<file path="src/hdl/twi_pkg.sv">
package twi_pkg;

    // ****************************************
    // Address, timing and layout constants
    // ****************************************
    localparam logic [5:0] ADDR_UPPER = 6'h10;
    localparam logic [3:0] BIT_COUNT = 4'h8;
    localparam int unsigned CLOCK_MHZ = 200;
    localparam int unsigned STORE_TIME_MS = 50;
    localparam int unsigned STORE_CYCLES_DFLT = STORE_TIME_MS * 1000 * CLOCK_MHZ;
    localparam logic [7:0] STORE_REG_INDEX = 8'hff;
    localparam int unsigned STORE_BIT_POS = 0;
    localparam logic [7:0] RD_UNMAPPED = 8'h00;
    localparam int unsigned FIFO_DEPTH = 4;
    localparam int unsigned SCL_IDX = 0;
    localparam int unsigned SDA_IDX = 1;
    localparam int unsigned STRAP_IDX = 2;
    localparam logic [2:0] LINE_RESET = 3'h3;

    // ****************************************
    // Types
    // ****************************************
    typedef struct packed {
        logic [7:0] index;
        logic [7:0] data;
    } wr_word_t;

    typedef enum logic [2:0] {
        ST_IDLE,
        ST_ADDR,
        ST_ADDR_ACK,
        ST_WR_BYTE,
        ST_WR_ACK,
        ST_RD_BYTE,
        ST_RD_ACK
    } twi_state_t;

endpackage

</file>
<file path="src/hdl/twi_fifo.sv">
`timescale 1ns/1ps
module twi_fifo #(
    parameter int unsigned WIDTH = 16,
    parameter int unsigned DEPTH = 4
) (
    // Clock and reset
    input wire logic i_clock,
    input wire logic i_reset_n,
    // Fill side
    input wire logic i_in_valid,
    output logic o_in_ready,
    input wire logic [WIDTH-1:0] i_in_data,
    // Drain side
    output logic o_out_valid,
    input wire logic i_out_ready,
    output logic [WIDTH-1:0] o_out_data
);
    localparam int unsigned AW = $clog2(DEPTH);

    logic [WIDTH-1:0] mem_ff [DEPTH];
    logic [AW:0] wr_ptr_ff;
    logic [AW:0] rd_ptr_ff;
    wire logic full = (wr_ptr_ff[AW] != rd_ptr_ff[AW]) && (wr_ptr_ff[AW-1:0] == rd_ptr_ff[AW-1:0]);
    wire logic empty = (wr_ptr_ff == rd_ptr_ff);
    wire logic push = i_in_valid && !full;
    wire logic pop = i_out_ready && !empty;

    assign o_in_ready = !full;
    assign o_out_valid = !empty;
    assign o_out_data = mem_ff[rd_ptr_ff[AW-1:0]];

    always_ff @(posedge i_clock) begin
        if (push) begin
            mem_ff[wr_ptr_ff[AW-1:0]] <= i_in_data;
        end
    end

    always_ff @(posedge i_clock) begin
        if (!i_reset_n) begin
            wr_ptr_ff <= '0;
            rd_ptr_ff <= '0;
        end else begin
            wr_ptr_ff <= wr_ptr_ff + (AW+1)'(push);
            rd_ptr_ff <= rd_ptr_ff + (AW+1)'(pop);
        end
    end

endmodule

</file>
<file path="src/hdl/two_wire_slave_front_end.sv">
// Notes on behaviour
// - Slave only; never makes clock, start, stop
// - Works at 100 and 400 kbps
// - Same framing at both speeds
// - Answers address 010000 plus strap bit
// - Strap low gives 0, high gives 1
// - Eighth address bit: 0 write, 1 read
// - Data line only pulled low or released
// - Lines released while bus idle
// - Acknowledge address only on match
// - Receiver acknowledges in ninth clock
// - Unmapped register reads return 00h
// - Store bit: ignore bus 50 ms, clear
`timescale 1ns/1ps
module two_wire_slave_front_end
#(
    parameter int unsigned STORE_CYCLES = twi_pkg::STORE_CYCLES_DFLT
) (
    // Clock and reset
    input wire logic i_clock,
    input wire logic i_reset_n,
    // Bus pins; clock line is input only
    input wire logic i_scl,
    input wire logic i_sda,
    output logic o_sda_out,
    output logic o_sda_oe,
    // Strap
    input wire logic i_address_strap_pin,
    // Written register stream
    output logic o_wr_valid,
    output twi_pkg::wr_word_t o_wr_word,
    input wire logic i_wr_ready,
    // Read-back port
    output logic [7:0] o_rd_index,
    input wire logic [7:0] i_rd_data,
    input wire logic i_rd_hit,
    // Store to nonvolatile
    output logic o_store_busy,
    output logic o_store_done
);
    import twi_pkg::*;

    // ****************************************
    // Line synchronisers
    // ****************************************
    wire logic [2:0] pins = {i_address_strap_pin, i_sda, i_scl};
    logic [2:0] s1_ff;
    logic [2:0] s2_ff;
    logic [2:0] s3_ff;
    logic [2:0] line_ff;
    logic [2:0] prev_ff;

    for (genvar g = 0; g < 3; g++) begin : g_sync
        always_ff @(posedge i_clock) begin
            if (!i_reset_n) begin
                s1_ff[g] <= LINE_RESET[g];
                s2_ff[g] <= LINE_RESET[g];
                s3_ff[g] <= LINE_RESET[g];
                line_ff[g] <= LINE_RESET[g];
                prev_ff[g] <= LINE_RESET[g];
            end else begin
                s1_ff[g] <= pins[g];
                s2_ff[g] <= s1_ff[g];
                s3_ff[g] <= s2_ff[g];
                if (s2_ff[g] == s3_ff[g]) begin
                    line_ff[g] <= s3_ff[g];
                end
                prev_ff[g] <= line_ff[g];
            end
        end
    end

    // ****************************************
    // Bus event decode
    // ****************************************
    wire logic scl = line_ff[SCL_IDX];
    wire logic sda = line_ff[SDA_IDX];
    wire logic scl_rise = scl && !prev_ff[SCL_IDX];
    wire logic scl_fall = !scl && prev_ff[SCL_IDX];
    // Edges found by oversampling, same at any bus rate
    wire logic start_seen = scl && prev_ff[SCL_IDX] && !sda && prev_ff[SDA_IDX];
    wire logic stop_seen = scl && prev_ff[SCL_IDX] && sda && !prev_ff[SDA_IDX];

    twi_state_t state_ff;
    logic [3:0] cnt_ff;
    logic [7:0] shift_ff;
    logic [7:0] tx_ff;
    logic [7:0] ptr_ff;
    logic rw_ff;
    logic first_ff;
    logic nack_ff;
    logic oe_ff;
    logic store_pend_ff;
    logic store_busy_ff;
    logic store_done_ff;
    logic [23:0] store_cnt_ff;
    logic fifo_ready;

    wire logic byte_end = scl_fall && (cnt_ff == BIT_COUNT);
    wire logic addr_match = (shift_ff[7:2] == ADDR_UPPER)
        && (shift_ff[1] == line_ff[STRAP_IDX]);
    wire logic wr_push = byte_end && (state_ff == ST_WR_BYTE) && !first_ff;
    wire logic wr_accept = first_ff || fifo_ready;
    wire logic store_hit = wr_push && fifo_ready && (ptr_ff == STORE_REG_INDEX)
        && shift_ff[STORE_BIT_POS];
    wire logic [7:0] rd_byte = i_rd_hit ? i_rd_data : RD_UNMAPPED;
    wire logic shifting = (state_ff == ST_ADDR) || (state_ff == ST_WR_BYTE)
        || (state_ff == ST_RD_BYTE);

    // ****************************************
    // Protocol state machine
    // ****************************************
    always_ff @(posedge i_clock) begin
        if (!i_reset_n) begin
            state_ff <= ST_IDLE;
            cnt_ff <= 4'h0;
            shift_ff <= 8'h00;
            tx_ff <= 8'h00;
            ptr_ff <= 8'h00;
            rw_ff <= 1'b0;
            first_ff <= 1'b0;
            nack_ff <= 1'b0;
            oe_ff <= 1'b0;
        end else if (store_busy_ff) begin
            state_ff <= ST_IDLE;
            oe_ff <= 1'b0;
        end else if (stop_seen) begin
            state_ff <= ST_IDLE;
            oe_ff <= 1'b0;
        end else if (start_seen) begin
            state_ff <= ST_ADDR;
            cnt_ff <= 4'h0;
            oe_ff <= 1'b0;
        end else if (scl_rise) begin
            if (shifting) begin
                shift_ff <= {shift_ff[6:0], sda};
                cnt_ff <= cnt_ff + 4'h1;
            end
            if (state_ff == ST_RD_ACK) begin
                nack_ff <= sda;
            end
        end else if (scl_fall) begin
            unique case (state_ff)
                ST_IDLE: begin
                    oe_ff <= 1'b0;
                end
                ST_ADDR: begin
                    if (cnt_ff == BIT_COUNT) begin
                        rw_ff <= shift_ff[0];
                        first_ff <= 1'b1;
                        oe_ff <= addr_match;
                        state_ff <= addr_match ? ST_ADDR_ACK : ST_IDLE;
                    end
                end
                ST_ADDR_ACK: begin
                    cnt_ff <= 4'h0;
                    if (rw_ff) begin
                        tx_ff <= rd_byte;
                        oe_ff <= !rd_byte[7];
                        state_ff <= ST_RD_BYTE;
                    end else begin
                        oe_ff <= 1'b0;
                        state_ff <= ST_WR_BYTE;
                    end
                end
                ST_WR_BYTE: begin
                    if (cnt_ff == BIT_COUNT) begin
                        oe_ff <= wr_accept;
                        state_ff <= ST_WR_ACK;
                        if (first_ff) begin
                            ptr_ff <= shift_ff;
                        end else if (fifo_ready) begin
                            ptr_ff <= ptr_ff + 8'h01;
                        end
                    end
                end
                ST_WR_ACK: begin
                    oe_ff <= 1'b0;
                    first_ff <= 1'b0;
                    cnt_ff <= 4'h0;
                    state_ff <= ST_WR_BYTE;
                end
                ST_RD_BYTE: begin
                    if (cnt_ff == BIT_COUNT) begin
                        oe_ff <= 1'b0;
                        ptr_ff <= ptr_ff + 8'h01;
                        state_ff <= ST_RD_ACK;
                    end else begin
                        tx_ff <= {tx_ff[6:0], 1'b0};
                        oe_ff <= !tx_ff[6];
                    end
                end
                ST_RD_ACK: begin
                    cnt_ff <= 4'h0;
                    if (nack_ff) begin
                        oe_ff <= 1'b0;
                        state_ff <= ST_IDLE;
                    end else begin
                        tx_ff <= rd_byte;
                        oe_ff <= !rd_byte[7];
                        state_ff <= ST_RD_BYTE;
                    end
                end
            endcase
        end
    end

    // ****************************************
    // Store to nonvolatile dead time
    // ****************************************
    always_ff @(posedge i_clock) begin
        if (!i_reset_n) begin
            store_pend_ff <= 1'b0;
            store_busy_ff <= 1'b0;
            store_done_ff <= 1'b0;
            store_cnt_ff <= 24'h000000;
        end else begin
            store_done_ff <= 1'b0;
            if (store_hit) begin
                store_pend_ff <= 1'b1;
            end else if (stop_seen && store_pend_ff) begin
                store_pend_ff <= 1'b0;
                store_busy_ff <= 1'b1;
                store_cnt_ff <= 24'(STORE_CYCLES - 1);
            end else if (store_busy_ff) begin
                if (store_cnt_ff == 24'h000000) begin
                    store_busy_ff <= 1'b0;
                    store_done_ff <= 1'b1;
                end else begin
                    store_cnt_ff <= store_cnt_ff - 24'h000001;
                end
            end
        end
    end

    // ****************************************
    // Write stream buffer
    // ****************************************
    wr_word_t push_word;
    assign push_word = '{index: ptr_ff, data: shift_ff};

    twi_fifo #(
        .WIDTH($bits(wr_word_t)),
        .DEPTH(FIFO_DEPTH)
    ) u_fifo (
        .i_clock(i_clock),
        .i_reset_n(i_reset_n),
        .i_in_valid(wr_push),
        .o_in_ready(fifo_ready),
        .i_in_data(push_word),
        .o_out_valid(o_wr_valid),
        .i_out_ready(i_wr_ready),
        .o_out_data(o_wr_word)
    );

    // Open drain: level is always low, only enable moves
    assign o_sda_out = 1'b0;
    assign o_sda_oe = oe_ff;
    assign o_rd_index = ptr_ff;
    assign o_store_busy = store_busy_ff;
    assign o_store_done = store_done_ff;
endmodule

</file>
<file path="config.mk">
export PLATFORM = sky130hd
export DESIGN_NAME = two_wire_slave_front_end
export DESIGN_NICKNAME = d
export VERILOG_FILES = /design/src/hdl/twi_pkg.sv /design/src/hdl/twi_fifo.sv /design/src/hdl/two_wire_slave_front_end.sv
export SDC_FILE = /design/constraint.sdc
export NUM_CORES = 1
export LEC_CHECK = 0
export ABC_AREA = 1
export ABC_CLOCK_PERIOD_IN_PS = 2300
export BUFFER_PORTS_ARGS = -buffer_cell sky130_fd_sc_hd__buf_2
export CORE_ASPECT_RATIO = 1.2
export CORE_MARGIN = 10
export CORE_UTILIZATION = 30
export DETAILED_ROUTE_END_ITERATION = 6
export MAX_ROUTING_LAYER = met4
export PLACE_DENSITY = 0.46
export SLEW_MARGIN = 5
export SYNTH_ARGS = -nofsm -noshare
export SYNTH_HDL_FRONTEND = slang
export SYNTH_HIERARCHICAL = 1
export SYNTH_SLANG_ARGS = --single-unit
</file>
<file path="constraint.sdc">
create_clock -name i_clock -period 2.3 [get_ports i_clock]
set_input_delay 0 -clock i_clock [delete_from_list [all_inputs] [get_ports i_clock]]
set_output_delay 0 -clock i_clock [all_outputs]
set_load 0.005 [all_outputs]
</file>
==> metrics, run 1 <==
Async SR Flop Fraction=0%; CP startpoint kind=register; CP max stage delay=0.33 ns; Sw Ratio=between 20 and 25%; Placer Congestion=roughly 0.86; fmax=roughly 490 MHz; NumNets Final=about 940; XOR/XNOR share of the synthesized area=~1.6%; Main synth FF type=dfxtp_1; Synth Warn #=6; WHS Path Cells=5; Clock Tree Buf Depth=2; CTS tree=built; vias=5706; ranking of synthesized cells by area=edfxtp_1 28%, dfxtp_1 23%, nand2_1 9.3%, nor2_1 7.2%, o21ai_0 5.1%; Die Wd=159 um; total global routing overflow=0; H-tree Lvls=4; Final WS setup=approximately 0.27 ns; number of post-CTS setup repair buffers=0; global-route wire length before repair=slightly below 30000 um; Worst-Skew Late Latency=between 0.4 and 0.5 ns; Post-Synth Simple-Gate Area=27.3%; Peak VDD IR=0.000537 V; initial antenna violation count=0; status=finished, final reports clean; Max-Cap Viols=0; crit end category=register; Antenna diodes=0; DR iter-0 viols=322; average wire per standard cell=about 14 um; row cnt=60; Clock Sinks=between 100 and 150; final critical-path required period=slightly above 2 ns; Reg power frac=between 40% and 50%; R2R cell count=11; combinational share of power=approximately 1.4%; CP cell instances=inv_1 -> ha_1 -> nand2_1 -> nor2_1 -> nand2_1 -> nor2_4 -> nand3_4 -> nand3_4 -> nand2_4 -> a21oi_1 -> nor2_1; path length in cells of the critical path=11; number of flops mapped to enable cells by yosys=64; leading area contributor after synthesis=edfxtp_1; sequential fraction of the synthesis area=approximately half; Die Y=roughly 190 um; Int Power=around 4.2 mW; hpwl dp=roughly 12000 um; Synth top cells by count=171 x nand2_1, 133 x nor2_1, 81 x dfxtp_1; Net Switching=1.33 mW; DRC Markers=0; RSZ-0062 raised after global routing=no; worst slew pin tran=around 0.64 ns; Crit Path Category=reg2reg; top-area cell type share of the netlist area=around 28%; CTS buffer count=17; DRT Pass-1 Iters=4; syn_area_per_cell=8.17 um2; share of cells above drive strength 1=between 15 and 20%; vias in the first global route=between 5000 and 6000; Largest delay share family, worst path=simple AND/OR/NAND/NOR gates; compound-gate portion of the synthesized area=between 10% and 20%; Clock transition at path regs=roughly 0.070 ns; Final Hold Viols=0; PD cells=approximately 670 mW/mm2; Syn-to-layout area delta=18.7%; post-route antenna net violation count=0; fin. max-slew vios=0; Adder-Cell Fraction of Synth Area=between 2 and 2.5%; largest net degree at the start of global routing=37; die area=between 0.02 and 0.03 mm2; input/output buffers=42; Lkg Pwr=~3.4 nW; crit path DAT=about 2.3 ns; final setup TNS=0 ns; post-synthesis net count=just under 900; final clock skew=a little under 0.009 ns; Core Box Area=around 0.023 mm2; worst min-delay path class=in2reg; I/O Pins=44; Final Setup Violations=0; CP max-delay cell=dfxtp_1; dpl ws=between 0.05 and 0.06 ns; CP Max Fanout=22; Synth Instances=~850; number of vias per cell=4.62; Yosys cell types=38; clk root buf=clkbuf_16; Worst Path Required=~2.6 ns; Overall Power=~5.5 mW; Final period util=about nine tenths; drt total wl=between 15000 and 20000 um; clock power share=around 50%; Starting Density=30.7%; largest family of logic cells by synthesized area=simple AND/OR/NAND/NOR gates; Post-Syn Area=0.00693 mm2; most common cell in the netlist=nand2_1; WP buf/inv=1; Layout fillers=around 2400; mux cell area share after synthesis=0%; flops & latches, synth=around 150; gr usage total=between 10 and 15%; Slew HR=between 50% and 60%
-- logic make-up (layout without fill, tap and decap cells) --
logic type	after synthesis	after routing
AO/OA/AOI/OAI	148	148
XOR/XNOR	12	12
adder cells (fa/ha/maj)	12	12
buffers and inverters	103	179
flip-flops	145	145
other	1	1
AND/OR/NAND/NOR	428	428
-- power groups by stage --
stage               clock, mW  sequential, mW  combinational, mW
floorplan                   0            2.73             0.0412
global placement            0            2.73             0.0713
detailed placement          0            2.73             0.0714
CTS                      2.80            2.67             0.0789
global route             2.91            2.67             0.0879
finish                   2.74            2.67             0.0768
-- sequential cells by signal (all words and copies together), names as in the netlist, 3 cells and up --
signal            cells
cnt_ff                4
tx_ff                 7
u_fifo/wr_ptr_ff      3
s1_ff                 3
store_cnt_ff         24
u_fifo/rd_ptr_ff      3
shift_ff              8
s3_ff                 3
o_rd_index            8
s2_ff                 3
state_ff              3
u_fifo/mem_ff        64
-- per-layer routing --
layer | vias to the layer above | part of all wire, % | GRT usage [%] | wire [um]
li1 | 2965 | - | - | -
met5 | - | 0 | - | 0
met3 | 22 | 3.1 | 2.31 | 542
met1 | 2619 | 47 | 14.4 | 8230
met2 | 100 | 48 | 20.1 | 8300
met4 | 0 | 2.1 | 5.37 | 373
-- worst min-delay path, stage by stage --
cell and delay (ns):
buf_2 0.08, nand2_1 0.04, o21ai_0 0.13, o21ai_0 0.08, nor2_1 0.07
-- worst paths after layout --
kind,slack (ns),to,startpoint
worst max-delay path,0.27,o_store_busy,cnt_ff[0]
worst min-delay path,0.02,tx_ff[4],i_rd_data[4]
worst max register to register,0.27,o_store_busy,cnt_ff[0]
worst min register to register,0.41,s2_ff[0],s1_ff[0]
-- through the flow --
| step | utilization, % | std cells | hold WS (ns) | cell area (um2) |
|---|---|---|---|---|
| finish | 36.4 | 1235 | 0.0189 | 8230 |
| global placement | 33.5 | 1197 | 0.188 | 7580 |
| global route | 36.4 | 1235 | 0.0625 | 8230 |
| CTS | 36.4 | 1235 | 0.00771 | 8220 |
| detailed placement | 33.5 | 1197 | 0.188 | 7580 |
| floorplan | - | 849 | 0.0935 | 6930 |
-- final cells by class --
class | instances | area [um2] | share of cell area (%)
flip-flops and latches | 145 | 3540 | 43.1
clock buffers | 17 | 425 | 5.17
inverters | 74 | 278 | 3.38
clock inverters | 15 | 159 | 1.93
well taps | 310 | 388 | 4.71
repair buffers | 73 | 495 | 6.02
multi-input cells | 601 | 2940 | 35.7
-- what timing repair did --
item                                   CTS  global route
hold buffers                             6             0
endpoints found under the hold margin    6             0
gates resized for setup                  0             1
setup endpoints to repair                0            22
-- placed cells by master, fill, tap and decap left out, drive strengths merged, types with 3 or more instances in the layout --
master / synthesis / layout
clkbuf: 10 / 17
nand3: 69 / 69
nand2: 179 / 179
dlygate4sd3: 0 / 6
o22ai: 17 / 17
xor2: 10 / 10
a21oi: 50 / 50
or2: 11 / 11
nor3: 3 / 3
nor2: 144 / 144
nor4: 4 / 4
ha: 12 / 12
dfxtp: 81 / 81
buf: 19 / 67
inv: 74 / 85
edfxtp: 64 / 64
nand4: 15 / 15
o21ai: 76 / 76
Note: power is estimated with default switching activity, not from simulation.
==> run 2: changes to the inputs <==
ABC_CLOCK_PERIOD_IN_PS = 2500   (was 2300)
RECOVER_POWER = 50   (was unset)
clock period = 2.5 ns   (was 2.3 ns; I/O delays follow)
==> metrics, run 2 (synthesized netlist as in run 1, its figures left out) <==
crit path DAT=roughly 2.5 ns; global-route wire length before repair=between 20000 and 30000 um; CP cell instances=clkbuf_1 -> nand2_1 -> nor2_1 -> nand3_4 -> nand2_4 -> nand2_2 -> a21oi_1 -> nor2_1; drt total wl=between 15000 and 20000 um; final clock skew=approximately 0.014 ns; Syn-to-layout area delta=17.2%; Lkg Pwr=3.27 nW; Worst Path Required=approximately 2.8 ns; post-route antenna net violation count=0; crit end category=register; CTS tree=built; Crit Path Category=reg2reg; critical path's most frequent cell=nor2_1; Final Setup Violations=0; share of cells above drive strength 1=12.0%; initial antenna violation count=0; Layout fillers=approximately 2400; number of vias per cell=approximately 4.6; DRT Pass-1 Iters=4; hold path startpoint=i_rd_hit; dpl ws=approximately 0.29 ns; NumNets Final=approximately 940; Overall Power=about 5 mW; largest net degree at the start of global routing=37; Final WS setup=between 0.3 and 0.4 ns; fin. max-slew vios=37; Clock Tree Buf Depth=2; Final Hold Viols=0; Die Y=approximately 190 um; total global routing overflow=0; RR Startpoint=o_rd_index[4]; most frequent cells in the layout=172 x nand2_1, 134 x nor2_1, 81 x dfxtp_1; I/O Pins=between 40 and 50; PD cells=around 630 mW/mm2; Largest delay share family, worst path=simple AND/OR/NAND/NOR gates; status=finished, violations left; input/output buffers=42; WHS Path Cells=5; CP startpoint kind=register; path length in cells of the critical path=8; gr usage total=approximately an eighth; Clock transition at path regs=roughly 0.070 ns; R2R cell count=8; average wire per standard cell=14.1 um; final setup TNS=0 ns; clk root buf=clkbuf_16; Clock Sinks=145; hpwl dp=~12000 um; CP Max Fanout=22; die area=roughly 0.030 mm2; H-tree Lvls=4; CTS buffer count=17; Max-Cap Viols=1; fmax=between 400 and 500 MHz; RSZ-0062 raised after global routing=no; WP buf/inv=1; vias in the first global route=5578; Final period util=between 80% and 90%; Peak VDD IR=roughly 0.00048 V; Placer Congestion=0.860; Antenna diodes=0; Starting Density=just over 30%; row cnt=60; Worst-Skew Late Latency=approximately 0.43 ns; CP max-delay cell=clkbuf_1; vias=5641; commonest non-fill, non-tap cell in the layout=nand2_1; DR iter-0 viols=~280; Slew HR=-10.4%; failing checks=max-capacitance violations, max-slew violations; worst min-delay path class=in2reg; max reg flops=64; Core Box Area=0.0226 mm2; final critical-path required period=2.16 ns; worst slew pin tran=about 1.7 ns; CP max stage delay=about 0.33 ns; Die Wd=approximately 160 um; DRC Markers=0; CP Launch Point=o_rd_index[4]
==> run 2: where the power goes <==
part | internal, mW | switching [mW]
sequential | 2.46 | 0.00277
clock | 1.36 | 1.22
combinational | 0.0296 | 0.0415
total | 3.85 | 1.26
==> run 2: final timing paths <==
kind / endpoint / slack (ns)
worst max-delay path: o_store_busy / 0.34
worst min-delay path: tx_ff[0] / 0.01
worst max register to register: o_store_busy / 0.34
worst min register to register: s2_ff[0] / 0.41
==> run 2: layout make-up <==
type | instances | area, um2 | share of cell area (%)
repair buffers | 70 | 392 | 4.82
inverters | 74 | 278 | 3.42
clock inverters | 15 | 181 | 2.23
clock buffers | 17 | 425 | 5.23
flip-flops and latches | 145 | 3540 | 43.6
multi-input cells | 601 | 2920 | 35.9
well taps | 310 | 388 | 4.77
==> run 2: metal layers <==
layer  part of all wire, %  global-route usage (%)  vias up
met1                    48                    14.5     2592
met5                     0                       -        -
met4                   1.2                    3.53        0
met3                   2.9                    2.35       17
li1                      -                       -     2955
met2                    48                    20.0       77
==> run 2: worst register-to-register path, cell delays in order (launching register included) <==
cell	delay, ns
dfxtp_1	0.31
clkbuf_1	0.33
nand2_1	0.16
nor2_1	0.27
nand3_4	0.19
nand2_4	0.19
nand2_2	0.33
a21oi_1	0.23
nor2_1	0.05
==> run 2: metrics by stage <==
step	instance area, um2	hold slack [ns]	utilization, %	instances
after floorplan	6930	0.0935	-	849
after global placement	7500	0.189	33.2	1192
after detailed placement	7500	0.188	33.2	1192
after CTS	8190	0.00978	36.2	1232
after global routing	8130	0.0676	36.0	1232
final	8130	0.0120	36.0	1232
==> run 2: timing repair <==
action	CTS	global route
hold endpoints to repair	8	0
endpoints found under the setup margin	0	0
hold buffers	8	0
resized for setup	0	0
setup buffers	0	0
==> run 3: changes to the inputs <==
ABC_AREA = 0   (was 1)
HOLD_SLACK_MARGIN = 0.15   (was unset)
==> metrics, run 3 <==
Die Y=about 180 um; Antenna diodes=0; R2R cell count=7; CP max-delay cell=or4_4; Starting Density=approximately 30%; Final period util=between 90% and 100%; Async SR Flop Fraction=0%; crit path DAT=about 2.6 ns; Synth Warn #=6; number of vias per cell=around 5; Overall Power=4.90 mW; max reg flops=between 60 and 70; total global routing overflow=0; CP Max Fanout=8; CTS buffer count=17; CP max stage delay=about 0.56 ns; NumNets Final=~680; worst min-delay path class=in2reg; status=finished, final reports clean; post-synthesis net count=approximately 600; average wire per standard cell=15.8 um; initial antenna violation count=0; clk root buf=clkbuf_16; Reg-to-Reg End=store_cnt_ff[23]; Core Box Area=~0.022 mm2; Final Setup Violations=0; Layout fillers=2124; Clock Sinks=145; Max-Cap Viols=0; Die Wd=155 um; CP cell instances=or4_4 -> nand2b_4 -> o31ai_4 -> buf_4 -> a2111oi_2 -> xor2_1 -> o21a_1; met3 GRT Util=under 10%; CTS tree=built; Crit Path Category=reg2reg; final clock skew=~0.0079 ns; total placed cells including tap cells=approximately 880; input/output buffers=42; DRT Pass-1 Iters=5; Synth Instances=about 570; DRC Markers=0; Slew HR=between 3 and 4%; final setup TNS=0 ns; most frequent cells in the layout=81 x dfxtp_1, 64 x edfxtp_1, 44 x nand2_1; vias=between 4000 and 5000; most common cell in the netlist=dfxtp_1; die area=0.0281 mm2; RR Startpoint=store_cnt_ff[14]; number of flops mapped to enable cells by yosys=64; CP Launch Point=store_cnt_ff[14]; post-route antenna net violation count=0; sequential fraction of the synthesis area=between 50% and 60%; met1 Use GR=between 10% and 20%; PD cells=613 mW/mm2; I/O Pins=44; CP startpoint kind=register; DR iter-0 viols=between 150 and 200; gr usage total=around 11%; Worst Path Required=around 2.8 ns; Lkg Pwr=2.99 nW; ranking of synthesized cells by area=edfxtp_1 29%, dfxtp_1 25%, mux4_2 3.4%, nand2_1 2.5%, mux4_1 2.4%; Syn-to-layout area delta=22.2%; vias in the first global route=4824; commonest non-fill, non-tap cell in the layout=dfxtp_1; number of post-CTS setup repair buffers=0; top-area cell type share of the netlist area=29.4%; final critical-path required period=approximately 2.3 ns; Yosys cell types=around 70; Worst Setup EP=store_cnt_ff[23]; crit end category=register; fin. max-slew vios=0; WHS Path Cells=3; Final Hold Viols=0; non-filler cells, final=approximately 940; global-route wire length before repair=approximately 24000 um; row cnt=just under 60; M2 GR Usage=about a fifth; Clock transition at path regs=~0.06 ns; fmax=roughly 440 MHz; Post-Syn Area=0.00653 mm2; Placer Congestion=0.784; worst slew pin tran=around 1.4 ns; Main synth FF type=dfxtp_1; syn_area_per_cell=around 12 um2; flops & latches, synth=~150; Synth top cells by count=81 x dfxtp_1, 64 x edfxtp_1, 44 x nand2_1; busiest metal layer after global routing=met2; RSZ-0062 raised after global routing=no; Clock Tree Buf Depth=2; R2R Setup Slk=~0.22 ns; drt total wl=about 15000 um; share of cells above drive strength 1=16.3%; Worst-Skew Late Latency=0.42 ns; H-tree Lvls=4; hpwl dp=10300 um; largest net degree at the start of global routing=34; leading area contributor after synthesis=edfxtp_1; Peak VDD IR=0.000453 V
[run 3: worst min-delay path by stage]
stage / startpoint / end / slack [ns]
2_1_floorplan: i_scl / s1_ff[0] / 0.10
3_3_place_gp: i_scl / s1_ff[0] / 0.19
3_5_place_dp: i_scl / s1_ff[0] / 0.20
4_1_cts: i_address_strap_pin / s1_ff[2] / 0.33
5_1_grt: i_address_strap_pin / s1_ff[2] / 0.36
6_report: i_address_strap_pin / s1_ff[2] / 0.33
[run 3: per-stage QoR]
stage | area (um2) | setup WS [ns] | utilization [%] | hold slack, ns
3_5_place_dp | 7270 | 0.129 | 33.7 | 0.198
5_1_grt | 7980 | 0.0266 | 37.0 | 0.363
2_1_floorplan | 6550 | 0.0284 | - | 0.101
3_3_place_gp | 7270 | 0.177 | 33.7 | 0.192
4_1_cts | 8040 | 0.119 | 37.3 | 0.326
6_report | 7980 | 0.219 | 37.0 | 0.332
[run 3: cell families (layout without fill, tap and decap cells)]
logic type                 after synthesis  count (layout)  synth area share (%)
and+or+nand+nor                        206             206                  17.4
DFF                                    145             145                  54.3
AOI/OAI and AO/OA                      107             107                  11.9
buffers and inverters                   41             140                  3.05
muxes                                   27              27                  7.55
xor gates and xnor gates                26              26                  3.49
adders and majority gates               12              12                  2.30
other                                    1               1                0.0574
[run 3: cell type report]
cell class,count,area (um2),share of cell area [%]
Tap cell,274,343,4.30
Inverter,14,52.6,0.658
Timing Repair Buffer,94,662,8.29
Clock inverter,15,123,1.54
Multi-Input combinational cell,379,2830,35.5
Sequential cell,145,3540,44.4
Clock buffer,17,425,5.33
[run 3: report_power, final]
group          internal [mW]  total (mW)  switching, mW  leakage [nW]
clock network           1.30        2.36           1.06         0.259
registers               2.46        2.46        0.00232          1.28
logic                 0.0429      0.0793         0.0365          1.46
total                   3.80        4.90           1.10          2.99
[run 3: worst max-delay path: cells and delay by family, from the launching register on]
kind	cells	cell delay, ns
simple gates	2	0.75
compound gates	3	0.67
flops	1	0.35
buf+inv	1	0.23
xor+xnor	1	0.16
[run 3: repair_timing]
item / 4_1_cts / 5_1_grt
hold endpoints to repair: 32 / 0
gates resized for setup: 0 / 1
setup endpoints to repair: 0 / 1
hold buffers: 22 / 0
[run 3: metal layers]
metal	routed length [um]	vias up
met2	7550	73
li1	-	2265
met5	0	-
met3	467	14
met1	6580	2260
met4	192	0
